`src/rtl/alc_pkg.sv`:
```
// package of constants and types for the list-based converter control block
package alc_pkg;
  // ======================================================================
  // register map (byte offsets on the plain register port)
  localparam logic [7:0] ALC_CTRL_OFS = 8'h00; // enable, soft reset, buffer modes, load and restart requests
  localparam logic [7:0] ALC_STAT_OFS = 8'h04; // halted, busy, buffer selections
  localparam logic [7:0] ALC_EIF_OFS = 8'h08; // converter_error_flags
  localparam logic [7:0] ALC_EIE_OFS = 8'h0c; // error interrupt mask
  localparam logic [7:0] ALC_CSLB0_OFS = 8'h10; // command list base, buffer 0
  localparam logic [7:0] ALC_CSLB1_OFS = 8'h14; // command list base, buffer 1
  localparam logic [7:0] ALC_RVLB0_OFS = 8'h18; // result list base, buffer 0
  localparam logic [7:0] ALC_RVLB1_OFS = 8'h1c; // result list base, buffer 1
  localparam logic [7:0] ALC_CMD_OFS = 8'h20; // active_command_view
  localparam logic [7:0] ALC_RES_OFS = 8'h24; // last result
  // ======================================================================
  // control register fields
  localparam int ALC_CTRL_EN_BIT = 0;
  localparam int ALC_CTRL_SRST_BIT = 1;
  localparam int ALC_CTRL_CBM_BIT = 2;
  localparam int ALC_CTRL_RBM_BIT = 3;
  localparam int ALC_CTRL_LDOK_BIT = 4;
  localparam int ALC_CTRL_RSTAR_BIT = 5;
  localparam logic [7:0] ALC_CTRL_RST = 8'h00;
  // ======================================================================
  // error flag positions
  localparam int ALC_IA_BIT = 7;
  localparam int ALC_CMD_BIT = 6;
  localparam int ALC_EOL_BIT = 5;
  localparam int ALC_TRIG_BIT = 4;
  localparam int ALC_RSTAR_BIT = 3;
  localparam int ALC_LDOK_BIT = 2;
  localparam logic [7:0] ALC_EIF_RST = 8'h00;
  localparam logic [7:0] ALC_SEVERE_MASK = 8'hf0;
  localparam logic [7:0] ALC_SOFT_MASK = 8'h0c;
  // ======================================================================
  // command word layout
  localparam int ALC_CMD_EOL_LO = 30; // [31:30] list end type, 2'b01 = end of list
  localparam int ALC_CMD_RES_LO = 24; // [26:24] result_resolution_select
  localparam logic [1:0] ALC_EOL_CODE = 2'h1;
  localparam logic [2:0] ALC_RES_8 = 3'h2;
  localparam logic [2:0] ALC_RES_10 = 3'h3;
  localparam logic [2:0] ALC_RES_12 = 3'h4;
  localparam logic [31:0] ALC_CMD_RSVD_MASK = 32'h38ff0000; // reserved command bits
  // ======================================================================
  // memory window and timing
  localparam logic [31:0] ALC_MEM_LO = 32'h00001000; // start of legal list area
  localparam logic [31:0] ALC_MEM_HI = 32'h000fffff; // end of legal list area
  localparam int ALC_PUMP_CYC = 2;
  localparam logic [3:0] ALC_LIST_LEN = 4'hf; // entries before missing list end
  localparam logic [31:0] ALC_CMD_RST = 32'h00000000;
  // ======================================================================
  // conversion sequencer states, gray from idle through store
  typedef enum logic [2:0] {
    ALC_IDLE = 3'b000,
    ALC_FETCH = 3'b001,
    ALC_PUMP = 3'b011,
    ALC_SAMPLE = 3'b010,
    ALC_CONV = 3'b110,
    ALC_STORE = 3'b111,
    ALC_HALT = 3'b101
  } alc_state_t;
endpackage

```
`src/rtl/alc_top.sv`:
```
// list-based converter control: error flags, soft reset, lists, sequencer
//
// Overview of operation
// severe error flags halt all conversion
// soft reset clears severe flags, resumes
// restart and load flags never halt
// restart/load flags clear by one, reset
// disabled converter holds all flags clear
// writing zero ignored; one never sets
// severe flags ignore software writes
// bit 7 illegal access on fetch/store
// bit 6 reserved bits or resolution
// bit 5 missing end of list
// two-cycle pump before every sample
// resolution selectable 8, 10, 12 bits
// binary search output code
// saturated code outside reference span
// both lists double buffered, own mode
// command double buffered, readable
// halted: ignore triggers, no memory access
module alc_top
  import alc_pkg::*;
(
  input wire logic clk,
  input wire logic rst,
  input wire logic [7:0] reg_addr, // register byte address
  input wire logic [31:0] reg_wdata, // write data
  input wire logic reg_wr, // write strobe
  input wire logic reg_rd, // read strobe
  output logic [31:0] reg_rdata, // read data, cycle after strobe
  input wire logic trig_in, // conversion trigger, same clock
  input wire logic [11:0] sample_in, // held analog sample, scaled
  input wire logic below_low_in, // comparator: under low reference
  input wire logic above_high_in, // comparator: over high reference
  output logic mem_rd, // memory read request, one cycle
  output logic mem_wr, // memory write request, one cycle
  output logic [31:0] mem_addr, // memory address
  output logic [31:0] mem_wdata, // result to store
  input wire logic [31:0] mem_rdata, // command word, same cycle as mem_rd
  input wire logic mem_err, // access error, same cycle as mem_wr
  output logic pump_on, // pump phase active
  output logic sample_on, // sample phase active
  output logic irq // level interrupt
);
  // ======================================================================
  // registers
  logic en_reg; // converter enable
  logic cbm_reg; // command_list_buffer_mode
  logic rbm_reg; // result_list_buffer_mode
  logic [7:0] eif_reg; // converter_error_flags
  logic [7:0] eie_reg; // interrupt mask
  logic [31:0] csl_base_reg [2]; // command list bases
  logic [31:0] rvl_base_reg [2]; // result list bases
  logic csl_sel_reg; // active command buffer
  logic rvl_sel_reg; // active result buffer
  logic [31:0] cmd_reg; // active command
  logic [31:0] cmd_next_reg; // fetched command waiting
  logic [11:0] res_reg; // last result
  logic [3:0] cidx_reg; // command index in list
  logic [3:0] ridx_reg; // result index in list
  logic [1:0] pump_cnt_reg; // pump cycles left
  logic fetch_wait_reg; // command read in flight
  logic store_wait_reg; // result write in flight
  logic trig_pend_reg; // trigger waiting to run
  alc_state_t state_reg;
  logic sar_start_q; // sample phase done, start search
  // ======================================================================
  // decode
  logic wr_ctrl, wr_eif, wr_eie, srst, ldok_req, rstar_req;
  logic severe, sar_done, sar_start;
  logic [11:0] sar_code;
  logic [7:0] ev_set; // hardware error events this cycle
  logic cmd_bad, addr_bad;
  logic [31:0] cur_addr;
  assign wr_ctrl = reg_wr && (reg_addr == ALC_CTRL_OFS);
  assign wr_eif = reg_wr && (reg_addr == ALC_EIF_OFS);
  assign wr_eie = reg_wr && (reg_addr == ALC_EIE_OFS);
  assign srst = wr_ctrl && reg_wdata[ALC_CTRL_SRST_BIT];
  assign ldok_req = wr_ctrl && reg_wdata[ALC_CTRL_LDOK_BIT];
  assign rstar_req = wr_ctrl && reg_wdata[ALC_CTRL_RSTAR_BIT];
  // any severe flag halts
  assign severe = |(eif_reg & ALC_SEVERE_MASK);
  // reserved bits or resolution code
  assign cmd_bad = (|(mem_rdata & ALC_CMD_RSVD_MASK)) ||
    ((mem_rdata[ALC_CMD_RES_LO +: 3] != ALC_RES_8) &&
     (mem_rdata[ALC_CMD_RES_LO +: 3] != ALC_RES_10) &&
     (mem_rdata[ALC_CMD_RES_LO +: 3] != ALC_RES_12));
  assign cur_addr = csl_base_reg[csl_sel_reg] + {26'h0, cidx_reg, 2'h0};
  // fetch outside the legal memory area
  assign addr_bad = (cur_addr < ALC_MEM_LO) || (cur_addr > ALC_MEM_HI);
  // ======================================================================
  // error events gathered per flag
  always_comb begin
    ev_set = 8'h00;
    if (en_reg && !srst) begin
      // illegal access on fetch or store
      ev_set[ALC_IA_BIT] = (state_reg == ALC_FETCH && !fetch_wait_reg && addr_bad) ||
        (store_wait_reg && mem_err);
      // bad command loaded
      ev_set[ALC_CMD_BIT] = fetch_wait_reg && cmd_bad;
      // list ran out without an end marker
      ev_set[ALC_EOL_BIT] = fetch_wait_reg && !cmd_bad && (cidx_reg == ALC_LIST_LEN) &&
        (mem_rdata[ALC_CMD_EOL_LO +: 2] != ALC_EOL_CODE);
      // trigger arriving while a conversion already waits
      ev_set[ALC_TRIG_BIT] = trig_in && trig_pend_reg && !severe;
      // restart and load requests while busy flag but never halt
      ev_set[ALC_RSTAR_BIT] = rstar_req && (state_reg != ALC_IDLE);
      ev_set[ALC_LDOK_BIT] = ldok_req && (state_reg != ALC_IDLE);
    end
  end
  // ======================================================================
  // error flag register
  always_ff @(posedge clk) begin
    if (rst) begin
      eif_reg <= ALC_EIF_RST;
    end else if (!en_reg) begin
      // disabled holds all clear
      eif_reg <= ALC_EIF_RST;
    end else if (srst) begin
      // soft reset clears severe flags
      // soft reset clears soft flags too
      eif_reg <= ALC_EIF_RST;
    end else begin
      // ones clear only, set wins over clear
      // severe bits masked from writes
      eif_reg <= (eif_reg & ~(wr_eif ? (reg_wdata[7:0] & ALC_SOFT_MASK) : 8'h00)) | ev_set;
    end
  end
  // ======================================================================
  // control, mask and list base registers
  always_ff @(posedge clk) begin
    if (rst) begin
      en_reg <= ALC_CTRL_RST[ALC_CTRL_EN_BIT];
      cbm_reg <= ALC_CTRL_RST[ALC_CTRL_CBM_BIT];
      rbm_reg <= ALC_CTRL_RST[ALC_CTRL_RBM_BIT];
      eie_reg <= 8'h00;
      csl_base_reg[0] <= ALC_MEM_LO;
      csl_base_reg[1] <= ALC_MEM_LO;
      rvl_base_reg[0] <= ALC_MEM_LO;
      rvl_base_reg[1] <= ALC_MEM_LO;
    end else begin
      if (wr_ctrl) begin
        en_reg <= reg_wdata[ALC_CTRL_EN_BIT];
        // independent buffer mode per list
        cbm_reg <= reg_wdata[ALC_CTRL_CBM_BIT];
        rbm_reg <= reg_wdata[ALC_CTRL_RBM_BIT];
      end
      if (wr_eie) begin
        eie_reg <= reg_wdata[7:0] & (ALC_SEVERE_MASK | ALC_SOFT_MASK);
      end
      if (reg_wr && reg_addr == ALC_CSLB0_OFS) csl_base_reg[0] <= reg_wdata;
      if (reg_wr && reg_addr == ALC_CSLB1_OFS) csl_base_reg[1] <= reg_wdata;
      if (reg_wr && reg_addr == ALC_RVLB0_OFS) rvl_base_reg[0] <= reg_wdata;
      if (reg_wr && reg_addr == ALC_RVLB1_OFS) rvl_base_reg[1] <= reg_wdata;
    end
  end
  // ======================================================================
  // trigger latch
  // a pending trigger is dropped on halt so nothing runs after recovery
  always_ff @(posedge clk) begin
    if (rst || !en_reg || srst || severe) begin
      // triggers ignored while halted
      trig_pend_reg <= 1'b0;
    end else if (trig_in) begin
      trig_pend_reg <= 1'b1;
    end else if (state_reg == ALC_IDLE && trig_pend_reg) begin
      trig_pend_reg <= 1'b0;
    end
  end
  // ======================================================================
  // conversion sequencer
  always_ff @(posedge clk) begin
    mem_rd <= 1'b0;
    mem_wr <= 1'b0;
    sar_start_q <= 1'b0;
    if (rst || !en_reg || srst) begin
      state_reg <= ALC_IDLE;
      fetch_wait_reg <= 1'b0;
      store_wait_reg <= 1'b0;
      cidx_reg <= 4'h0;
      ridx_reg <= 4'h0;
      csl_sel_reg <= 1'b0;
      rvl_sel_reg <= 1'b0;
      pump_cnt_reg <= 2'h0;
      cmd_reg <= ALC_CMD_RST;
      cmd_next_reg <= ALC_CMD_RST;
      mem_addr <= 32'h0;
      mem_wdata <= 32'h0;
      res_reg <= 12'h000;
    end else if (severe || (|ev_set[7:4])) begin
      // stop everything on severe error
      // no memory access while halted
      state_reg <= ALC_HALT;
      fetch_wait_reg <= 1'b0;
      store_wait_reg <= 1'b0;
    end else begin
      unique case (state_reg)
        ALC_IDLE: begin
          if (trig_pend_reg) begin
            state_reg <= ALC_FETCH;
          end
        end
        ALC_FETCH: begin
          if (!fetch_wait_reg) begin
            mem_rd <= 1'b1;
            mem_addr <= cur_addr;
            fetch_wait_reg <= 1'b1;
          end else begin
            // command double buffered
            fetch_wait_reg <= 1'b0;
            cmd_next_reg <= mem_rdata;
            pump_cnt_reg <= 2'(ALC_PUMP_CYC);
            state_reg <= ALC_PUMP;
          end
        end
        ALC_PUMP: begin
          // two pump cycles first
          if (pump_cnt_reg == 2'h1) begin
            state_reg <= ALC_SAMPLE;
            // waiting command becomes active
            cmd_reg <= cmd_next_reg;
          end
          pump_cnt_reg <= pump_cnt_reg - 2'h1;
        end
        ALC_SAMPLE: begin
          sar_start_q <= 1'b1;
          state_reg <= ALC_CONV;
        end
        ALC_CONV: begin
          if (sar_done) begin
            res_reg <= sar_code;
            mem_wr <= 1'b1;
            mem_addr <= rvl_base_reg[rvl_sel_reg] + {26'h0, ridx_reg, 2'h0};
            mem_wdata <= {20'h0, sar_code};
            store_wait_reg <= 1'b1;
            state_reg <= ALC_STORE;
          end
        end
        ALC_STORE: begin
          store_wait_reg <= 1'b0;
          ridx_reg <= ridx_reg + 4'h1;
          // swap buffers at list end when mode is double
          if (cmd_reg[ALC_CMD_EOL_LO +: 2] == ALC_EOL_CODE) begin
            cidx_reg <= 4'h0;
            ridx_reg <= 4'h0;
            if (cbm_reg) csl_sel_reg <= ~csl_sel_reg;
            if (rbm_reg) rvl_sel_reg <= ~rvl_sel_reg;
            state_reg <= ALC_IDLE;
          end else begin
            cidx_reg <= cidx_reg + 4'h1;
            state_reg <= ALC_FETCH;
          end
        end
        ALC_HALT: begin
          state_reg <= ALC_HALT;
        end
        default: begin
          state_reg <= ALC_IDLE;
        end
      endcase
    end
  end
  assign sar_start = sar_start_q;
  // ======================================================================
  // resolution from the active command
  // search engine
  alc_sar u_sar (
    .clk(clk),
    .rst(rst),
    .start(sar_start),
    .res_sel(cmd_reg[ALC_CMD_RES_LO +: 3]),
    .sample(sample_in),
    .below_low(below_low_in),
    .above_high(above_high_in),
    .done(sar_done),
    .code(sar_code)
  );
  // ======================================================================
  // phase outputs and interrupt
  always_ff @(posedge clk) begin
    if (rst) begin
      pump_on <= 1'b0;
      sample_on <= 1'b0;
      irq <= 1'b0;
    end else begin
      // a halting event or soft reset keeps the pump from starting
      pump_on <= en_reg && !srst && !(|ev_set[7:4]) &&
        ((state_reg == ALC_FETCH && fetch_wait_reg) ||
        (state_reg == ALC_PUMP && pump_cnt_reg != 2'h1));
      sample_on <= (state_reg == ALC_PUMP) && (pump_cnt_reg == 2'h1);
      irq <= |(eif_reg & eie_reg);
    end
  end
  // ======================================================================
  // read port, unmapped reads return zero
  always_ff @(posedge clk) begin
    if (rst) begin
      reg_rdata <= 32'h0;
    end else if (reg_rd) begin
      unique case (reg_addr)
        ALC_CTRL_OFS: reg_rdata <= {28'h0, rbm_reg, cbm_reg, 1'b0, en_reg};
        ALC_STAT_OFS: reg_rdata <= {24'h0, state_reg == ALC_HALT, state_reg != ALC_IDLE,
                                    2'h0, 2'h0, rvl_sel_reg, csl_sel_reg};
        ALC_EIF_OFS: reg_rdata <= {24'h0, eif_reg};
        ALC_EIE_OFS: reg_rdata <= {24'h0, eie_reg};
        ALC_CSLB0_OFS: reg_rdata <= csl_base_reg[0];
        ALC_CSLB1_OFS: reg_rdata <= csl_base_reg[1];
        ALC_RVLB0_OFS: reg_rdata <= rvl_base_reg[0];
        ALC_RVLB1_OFS: reg_rdata <= rvl_base_reg[1];
        // active command readable
        ALC_CMD_OFS: reg_rdata <= cmd_reg;
        ALC_RES_OFS: reg_rdata <= {20'h0, res_reg};
        default: reg_rdata <= 32'h0;
      endcase
    end else begin
      reg_rdata <= 32'h0;
    end
  end
endmodule

```
`src/rtl/alc_sar.sv`:
```
// successive approximation engine with clamping to the reference span
module alc_sar
  import alc_pkg::*;
(
  input wire logic clk,
  input wire logic rst,
  input wire logic start, // one-cycle start, held sample is valid
  input wire logic [2:0] res_sel, // resolution code
  input wire logic [11:0] sample, // held input, scaled to 12 bits
  input wire logic below_low, // input beneath low reference
  input wire logic above_high, // input above high reference
  output logic done, // one-cycle completion
  output logic [11:0] code // result, right aligned
);
  // ======================================================================
  // search state
  logic [11:0] trial_reg; // bits decided so far
  logic [11:0] bit_reg; // weight under test
  logic run_reg; // search in progress
  logic [11:0] top_bit; // first weight, the same for every resolution
  logic [3:0] shift; // right alignment shift
  logic [11:0] cand; // trial with current weight added
  always_comb begin
    top_bit = 12'h800;
    shift = 4'h0;
    if (res_sel == ALC_RES_8) begin
      shift = 4'h4;
    end else if (res_sel == ALC_RES_10) begin
      shift = 4'h2;
    end
    cand = trial_reg | bit_reg;
  end
  // ======================================================================
  // binary search step
  // one weight decided per clock, lower resolutions stop early
  always_ff @(posedge clk) begin
    done <= 1'b0;
    if (rst) begin
      trial_reg <= 12'h000;
      bit_reg <= 12'h000;
      run_reg <= 1'b0;
      code <= 12'h000;
    end else if (start) begin
      trial_reg <= 12'h000;
      bit_reg <= top_bit;
      run_reg <= 1'b1;
    end else if (run_reg) begin
      // keep weight when the level stays at or below the sample
      if (cand <= sample) begin
        trial_reg <= cand;
      end
      bit_reg <= bit_reg >> 1;
      if ((bit_reg >> shift) == 12'h001) begin
        run_reg <= 1'b0;
        done <= 1'b1;
        // railed code outside span
        if (below_low) begin
          code <= 12'h000;
        end else if (above_high) begin
          code <= 12'hfff >> shift;
        end else begin
          code <= ((cand <= sample) ? cand : trial_reg) >> shift;
        end
      end
    end
  end
endmodule

```
`config.mk`:
```
export PLATFORM = sky130hd
export DESIGN_NAME = alc_top
export DESIGN_NICKNAME = d
export VERILOG_FILES = /design/src/rtl/alc_pkg.sv /design/src/rtl/alc_top.sv /design/src/rtl/alc_sar.sv
export SDC_FILE = /design/constraint.sdc
export NUM_CORES = 1
export LEC_CHECK = 0
export ABC_AREA = 1
export BUFFER_PORTS_ARGS = -buffer_cell sky130_fd_sc_hd__buf_2
export CAP_MARGIN = 20
export CORE_UTILIZATION = 35
export CTS_CLUSTER_SIZE = 14
export DETAILED_ROUTE_END_ITERATION = 8
export GPL_TIMING_DRIVEN = 0
export HOLD_SLACK_MARGIN = 0.08
export SYNTH_ARGS = -nofsm -noshare
export SYNTH_HDL_FRONTEND = slang
export SYNTH_SLANG_ARGS = --single-unit
```
`constraint.sdc`:
```
create_clock -name clk -period 7 [get_ports clk]
set_clock_uncertainty 0.05 [all_clocks]
set_input_delay 0 -clock clk [delete_from_list [all_inputs] [get_ports clk]]
set_output_delay 0 -clock clk [all_outputs]
set_load 0.02 [all_outputs]
```
Word level (Yosys, flattened, before mapping)
Memory sizes are Yosys's and may differ from the RTL's. A register that Yosys moved wholly into a read port is not among the register bits.
Index checks and enable logic that the tools add are counted.
- register bits after elaboration: 219
- bits in writable memories: 128
- output and inout bits: 101
- memories kept: 2
- memory list (memory ; words ; width ; read ports ; clocked after memory_dff ; wr ports ; line ; text):
    csl_base_reg ; 2 ; 32 ; 3 ; 1 ; 2 ; alc_top.sv:52 ; logic [31:0] csl_base_reg [2];
    rvl_base_reg ; 2 ; 32 ; 3 ; 1 ; 2 ; alc_top.sv:53 ; logic [31:0] rvl_base_reg [2];
- add/subtract/negate cells: 5
- magnitude comparators: 3
- equality and inequality tests: 35
- shifts and indexed selects: 3
- mux-type cells: 57
- bitwise operators: 18
- reductions and logical operators: 75
- operators by type and width (cell ; count):
    32-bit case mux with 10 select lines ; 1
    32-bit 2-to-1 mux ; 6
    32-bit by 6-bit adder with 32-bit output ; 2
    32-bit case mux with 2 select lines ; 1
    12-bit 2-to-1 mux ; 5
    8-bit by 5-bit equality test with 1-bit output (second input constant) ; 4
    32-bit by 20-bit greater-than comparator with 1-bit output (second input constant) ; 1
    32-bit by 13-bit less-than comparator with 1-bit output (second input constant) ; 1
    1-bit logical AND ; 30
    1-bit 2-to-1 mux ; 29
    12-bit by 4-bit >> shifter with 12-bit output ; 2
    3-bit case mux with 7 select lines ; 1
    4-bit AND reduction ; 5
    3-bit 2-to-1 mux ; 6
    8-bit AND ; 2
    8-bit by 4-bit equality test with 1-bit output (second input constant) ; 2
    8-bit by 6-bit equality test with 1-bit output (second input constant) ; 2
    3-bit AND reduction ; 5
    12-bit by 1-bit equality test with 1-bit output (second input constant) ; 1
    3-bit by 2-bit equality test with 1-bit output (second input constant) ; 4
    12-bit less-or-equal comparator ; 1
    4-bit 2-to-1 mux ; 3
    3-bit by 2-bit != test with 1-bit output (second input constant) ; 4
    12-bit bitwise OR ; 1
    other kinds (31) ; 77

Depth between registers and ports, before layout
Gate-level depths: netlist (run 1).
- depth in word-level cells: 15
- mapped depth: 30

By module
From an unflattened synthesis (run 1), not the netlist that was laid out.
- cell total of the unflattened synthesis: 2480
- area, all modules: 17979.7 um2
- by module, submodules not included (module ; times used ; cells each ; area each (um2) ; sequential area each (um2)):
    alc_top ; 1 ; 2152 ; 15767.6 ; 7467.2
    alc_sar ; 1 ; 328 ; 2212.1 ; 760.7

Least setup slack after synthesis (run 1)
OpenSTA, ideal clock, no wires.
- path type: flip-flop to flip-flop
- start: register (tool-made name)
- end: register mem_addr[31]
- library setup time: 64 ps
- arrival time: 3920 ps
- required time: 6886 ps
- setup slack: 2966 ps
- stages on the path, launching flop included: 28
- buffers on the path: 6
- cells stage by stage: dfxtp_1 -> buf_2 -> buf_2 -> buf_2 -> buf_2 -> clkbuf_1 -> clkbuf_1 -> nand2_1 -> o21ai_0 -> inv_1 -> ha_1 -> nand3_1 -> nand2_1 -> nand2_1 -> a21oi_1 -> nand2_1 -> nor2_1 -> nand2_1 -> nor2_1 -> nand2_1 -> nor2_1 -> nand3_1 -> nor2_1 -> xor2_1 -> nand2_1 -> nand2_1 -> nor2_1 -> nor2_1
- RTL lines (what ; line ; text):
    to (signal assigned) ; alc_top.sv:206 ; mem_addr <= cur_addr;
    to (signal assigned) ; alc_top.sv:233 ; mem_addr <= rvl_base_reg[rvl_sel_reg] + {26'h0, ridx_reg, 2'h0};
    to (decl) ; alc_top.sv:37 ; output logic [31:0] mem_addr,

==> results of run 1 <==
[logic make-up after synthesis]
logic type	count (synthesis)	share of synthesized area, %
fa+ha+maj	25	1.83
buf+inv	489	11.2
mux	5	0.280
xor+xnor	20	0.979
compound gates	311	10.1
flops	347	46.0
other cells	1	0.0210
simple gates	1304	29.6
[cells in the final DEF (no fill, tap or decap), types with 18 or more instances in the layout]
| master | count |
|---|---|
| o22ai_1 | 31 |
| buf_2 | 192 |
| a221oi_1 | 19 |
| nand4_1 | 41 |
| ha_1 | 23 |
| clkbuf_16 | 40 |
| dlygate4sd3_1 | 74 |
| conb_1 | 20 |
| dfxtp_1 | 219 |
| a21oi_1 | 104 |
| edfxtp_1 | 128 |
| nand2_1 | 687 |
| o21ai_0 | 90 |
| buf_4 | 24 |
| nor2_1 | 445 |
| nand3_1 | 73 |
| clkbuf_1 | 71 |
| nor3_1 | 18 |
| inv_1 | 368 |
[metal layers]
| layer | GRT usage [%] | up-vias | share of wire [%] | wire length (um) |
|---|---|---|---|---|
| met2 | 38.6 | 778 | 44 | 28400 |
| met3 | 4.13 | 99 | 9.1 | 5880 |
| met1 | 34.1 | 7944 | 44 | 28500 |
| li1 | - | 8518 | - | - |
| met5 | 0 | - | 0 | 0 |
| met4 | 8.10 | 0 | 2.9 | 1900 |
[area by class of cell]
cell class / count / area [sq um] / share of cell area [%]
Clock inverter: 21 / 230 / 1.05
Timing Repair Buffer: 250 / 1700 / 7.75
Tap cell: 672 / 841 / 3.84
Sequential cell: 347 / 8230 / 37.6
Antenna cell: 1 / 2.50 / 0.0114
Multi-Input combinational cell: 1685 / 7790 / 35.6
Clock buffer: 53 / 1080 / 4.94
Buffer: 114 / 597 / 2.73
Inverter: 375 / 1410 / 6.46
[power by group through the flow]
stage	combinational (uW)	sequential [uW]	clock (uW)
2_1_floorplan	131	2190	0
3_3_place_gp	224	2200	0
3_5_place_dp	234	2190	0
4_1_cts	263	2150	2140
5_1_grt	291	2150	2220
6_report	269	2150	2110
[repair_timing]
item | 4_1_cts | 5_1_grt
buffers inserted | 0 | 0
endpoints found under the hold margin | 204 | 0
hold buffers | 74 | 0
[tightest hold or removal path, cell delays in order]
cell           delay, ps
dlygate4sd3_1        520
buf_2                 90
nor2_1                40
nor2_1                80
[final timing paths]
path | startpoint | end | slack [ps]
max | flop | mem_addr[31] | 980
min | mem_rdata[11] | cmd_next_reg[11] | 120
max reg2reg | flop | mem_addr[31] | 980
min reg2reg | mem_addr[25] | mem_addr[25] | 410
[stage by stage]
step	utilization [%]	hold slack [ps]	area, sq um	std cells	setup WS, ps
2_1_floorplan	-	81.7	18000	2521	2970
3_3_place_gp	39.1	179	19700	3364	-185
3_5_place_dp	39.4	178	19800	3369	1190
4_1_cts	43.5	87.9	21900	3517	1130
5_1_grt	43.5	118	21900	3517	597
6_report	43.5	115	21900	3518	982
==> out/metrics.csv, run 1 <==
metric,value,unit
grt_usage,24.6,%
die_area,52100,sq um
fin_crit,6020,ps
antenna_found_initial,0,
p_leak,0.00998,uW
swShare,24.1,%
crit_type,flop to flop,
synth.yosys.seq_area_share,46.0,%
drt-vias-per-instance,4.93,
path_depth,25,
r2r_cells,25,
syn_area,17900,sq um
firstDrtPassIters,5,
yosysUniqueCellTypes,51,
slew_headroom,30.0,%
drc,0,
cts_sinks,347,
io_pins,193,
finalPower,4520,uW
dp_hpwl,50200,um
fmaxAchievable,0.166,GHz
min_path_cells,4,
cp-end-kind,flop,
critPathRequiredTime,7450,ps
synth_edf_count,128,
cts-buffers-inserted,40,
die_y,228,um
synth_seq_cells,347,
vias,17300,
cap_violations,0,
finalCritPeriodShare,86.0,%
finalHoldViolations,0,
clk_latency,590,ps
slew_violations,0,
drive_above_1_share,11.6,%
hp-class,input port to flop,
p_clk_share,46.5,%
syn_inst,2502,
comb_power_share,5.9,%
synth_common_cells,"nand2_1 (687), nor2_1 (445), inv_1 (368)",
status,completed,
fin_setup_tns,0,ps
ctsHtreeMaxLevel,2,
yosys.area.top_type,dfxtp_1,
worst_pin_slew,1050,ps
portBuffers,171,
gp_congestion,0.940,
wire_per_inst,18.4,um
routed_wl,64600,um
p_seq_share,47.5,%
p_int,3440,uW
async_flop_share,0,%
grt_max_degree,27,
core_area,50300,sq um
areaGrowthSynthToFinish,22.2,%
drtIter0Drc,1743,
vdd_drop_max,0.160,mV
worst-path-max-fanout,10,
cp-start-kind,flop,
cellPowerDensity,207,nW/um^2
tritoncts,yes,
cpMostUsedCell,nand2_1,
fp.dieW,228,um
switchingPower,1090,uW
fillers,5162,
synth_top_cell_area_share,24.5,%
critical_path_arrival,6470,ps
synth_most_common_cell,nand2_1,
slowest_delay,530,ps
postRouteAntennaNets,0,
start_util,35.6,%
clk_path_buf_depth,3,
clk_pin_slew,60,ps
post_cts_resized,0,
synth_area_leaders,"dfxtp_1 (24%), edfxtp_1 (21%), nand2_1 (14%)",
crit_slowest_cell,clkbuf_1,
yosysWarnings,0,
critical_path_buf_inv_count,6,
grt_pass1_vias,16500,
ys.flop_type,dfxtp_1,
rows,82,
setup_violations,0,
cts_root_buffer,clkbuf_16,
grt_overflow,0,
syn_area_per_cell,7.15,sq um
nets,2930,
cp_top_family,buffers and inverters,
grt_first_pass_wirelength,97500,um
rsz0062_at_grt,false,
Power figures use the tool's default switching activity.
==> run 2, diff against run 1 <==
--- a/config.mk
+++ b/config.mk
@@ -8,6 +8,7 @@
 export ABC_AREA = 1
 export BUFFER_PORTS_ARGS = -buffer_cell sky130_fd_sc_hd__buf_2
 export CAP_MARGIN = 20
+export CORE_ASPECT_RATIO = 1.4
 export CORE_UTILIZATION = 35
 export CTS_CLUSTER_SIZE = 14
 export DETAILED_ROUTE_END_ITERATION = 8
==> out/metrics.csv, run 2 (synthesized netlist as in run 1, its figures left out) <==
metric,value,unit
postRouteAntennaNets,0,
clk_path_buf_depth,3,
finalHoldViolations,0,
drtIter0Drc,1227,
layout_commonest_cell,nand2_1,
grt_overflow,0,
crit_type,flop to flop,
clk_pin_slew,60,ps
hp-class,input port to flop,
worst_pin_slew,1100,ps
grt_max_degree,23,
hold_start,mem_rdata[23],
areaGrowthSynthToFinish,20.7,%
grt_pass1_vias,16300,
drt-vias-per-instance,4.90,
grt_usage,24.5,%
min_path_cells,6,
worst_slack,1130,ps
cellPowerDensity,197,nW/um^2
cts_sinks,347,
p_leak,0.00987,uW
drive_above_1_share,11.4,%
cp-end-kind,flop,
die_y,270,um
design_area,21600,sq um
firstDrtPassIters,9,
io_pins,193,
dp_hpwl,50800,um
drc,13,
dpl-instance-area,19800,sq um
cap_violations,0,
rsz0062_at_grt,false,
start_util,35.6,%
slew_violations,0,
vias,17000,
gp_congestion,0.965,
diodes,0,
r2r_slack,1130,ps
fp.dieW,193,um
routed_wl,64500,um
portBuffers,171,
nets,2923,
fmaxAchievable,0.170,GHz
post-place-ws,1270,ps
r2r_cells,25,
worst-path-max-fanout,10,
setup_violations,0,
cp-start-kind,flop,
violations,DRC,
ctsHtreeMaxLevel,2,
critPathRequiredTime,7430,ps
finalCritPeriodShare,83.8,%
min_to,eif_reg[5],
rr_endpoint,mem_addr[31],
critical_path_arrival,6300,ps
clk_latency,550,ps
antenna_found_initial,0,
hold_slack,121,ps
die_area,52100,sq um
fin_crit,5870,ps
cts_root_buffer,clkbuf_16,
slew_headroom,26.4,%
grt_first_pass_wirelength,95300,um
vdd_drop_max,0.192,mV
cts-buffers-inserted,36,
status,finished with violations,
layout_common_cells,"nand2_1 (687), nor2_1 (445), inv_1 (368)",
wire_per_inst,18.6,um
fin_setup_tns,0,ps
tritoncts,yes,
core_area,50200,sq um
rows,97,
run 2: cell types whose count changed in the layout (fill, tap and decap cells not counted), moves of 2 or more:
cell,delta
buf_16,+2
dlygate4sd3_1,-4
bufinv_16,-3
clkbuf_16,-4
clkinv_1,-5
clkbuf_1,+3
buf_12,-2
run 2: stage by stage:
step	utilization [%]	power, uW	cells
finish	43.0	4250	3476
global route	43.0	4380	3476
detailed placement	39.4	2420	3340
floorplan	-	2320	2521
CTS	43.0	4270	3475
global placement	39.1	2420	3335
run 2: timing repair:
item	4_1_cts	5_1_grt
setup endpoints to repair	0	0
buffers inserted	0	0
endpoints found under the hold margin	182	0
resized for setup	0	0
hold buffers	70	0
run 2: where the power goes:
| group | internal (uW) | switching (uW) |
|---|---|---|
| clock | 1000 | 841 |
| sequential | 2130 | 20.7 |
| combinational | 95.5 | 168 |
run 2: critical path, stage by stage, from the launching register on:
cell and delay, ps:
dfxtp_1 320, buf_2 240, buf_2 260, buf_2 310
buf_2 300, clkbuf_1 520, clkbuf_1 380, o21ai_0 340
ha_1 460, nand3_1 90, nand2_1 90, nand2_1 70
a21oi_1 260, nand2_1 110, nor2_1 230, nand2_1 150
nor2_1 360, nand2_1 150, nor2_1 190, nand3_1 150
nor2_1 180, xor2_1 270, nand2_1 80, nand2_1 70
nor2_1 40, nor2_1 90
run 2: how the worst max path moves through the flow:
| stage | startpoint | end | slack, ps | cells past startpoint |
|---|---|---|---|---|
| 5_1_grt | flop | mem_addr[31] | 760 | 25 |
| 6_report | flop | mem_addr[31] | 1130 | 25 |
| 2_1_floorplan | flop | mem_addr[31] | 2970 | 27 |
| 3_5_place_dp | flop | mem_addr[31] | 1270 | 25 |
| 3_3_place_gp | reg_addr[7] | csl_base_reg[1][24] | -140 | 9 |
| 4_1_cts | flop | mem_addr[31] | 1260 | 25 |
run 2: layer usage:
| metal | vias to the layer above | wire length [um] | global-route usage [%] |
|---|---|---|---|
| met2 | 610 | 32400 | 43.8 |
| met5 | - | 0 | 0 |
| met4 | 0 | 3020 | 11.2 |
| met1 | 7819 | 25500 | 28.9 |
| met3 | 129 | 3530 | 2.80 |
| li1 | 8487 | - | - |
run 2: final cells by class:
class,count,area (sq um)
clock buffer,53,996
sequential,347,8230
inverter,375,1410
multi-input combinational,1685,7790
fill,5267,28600
clock inverter,12,96.3
tap,643,805
timing repair buffer,247,1690
buffer,114,597
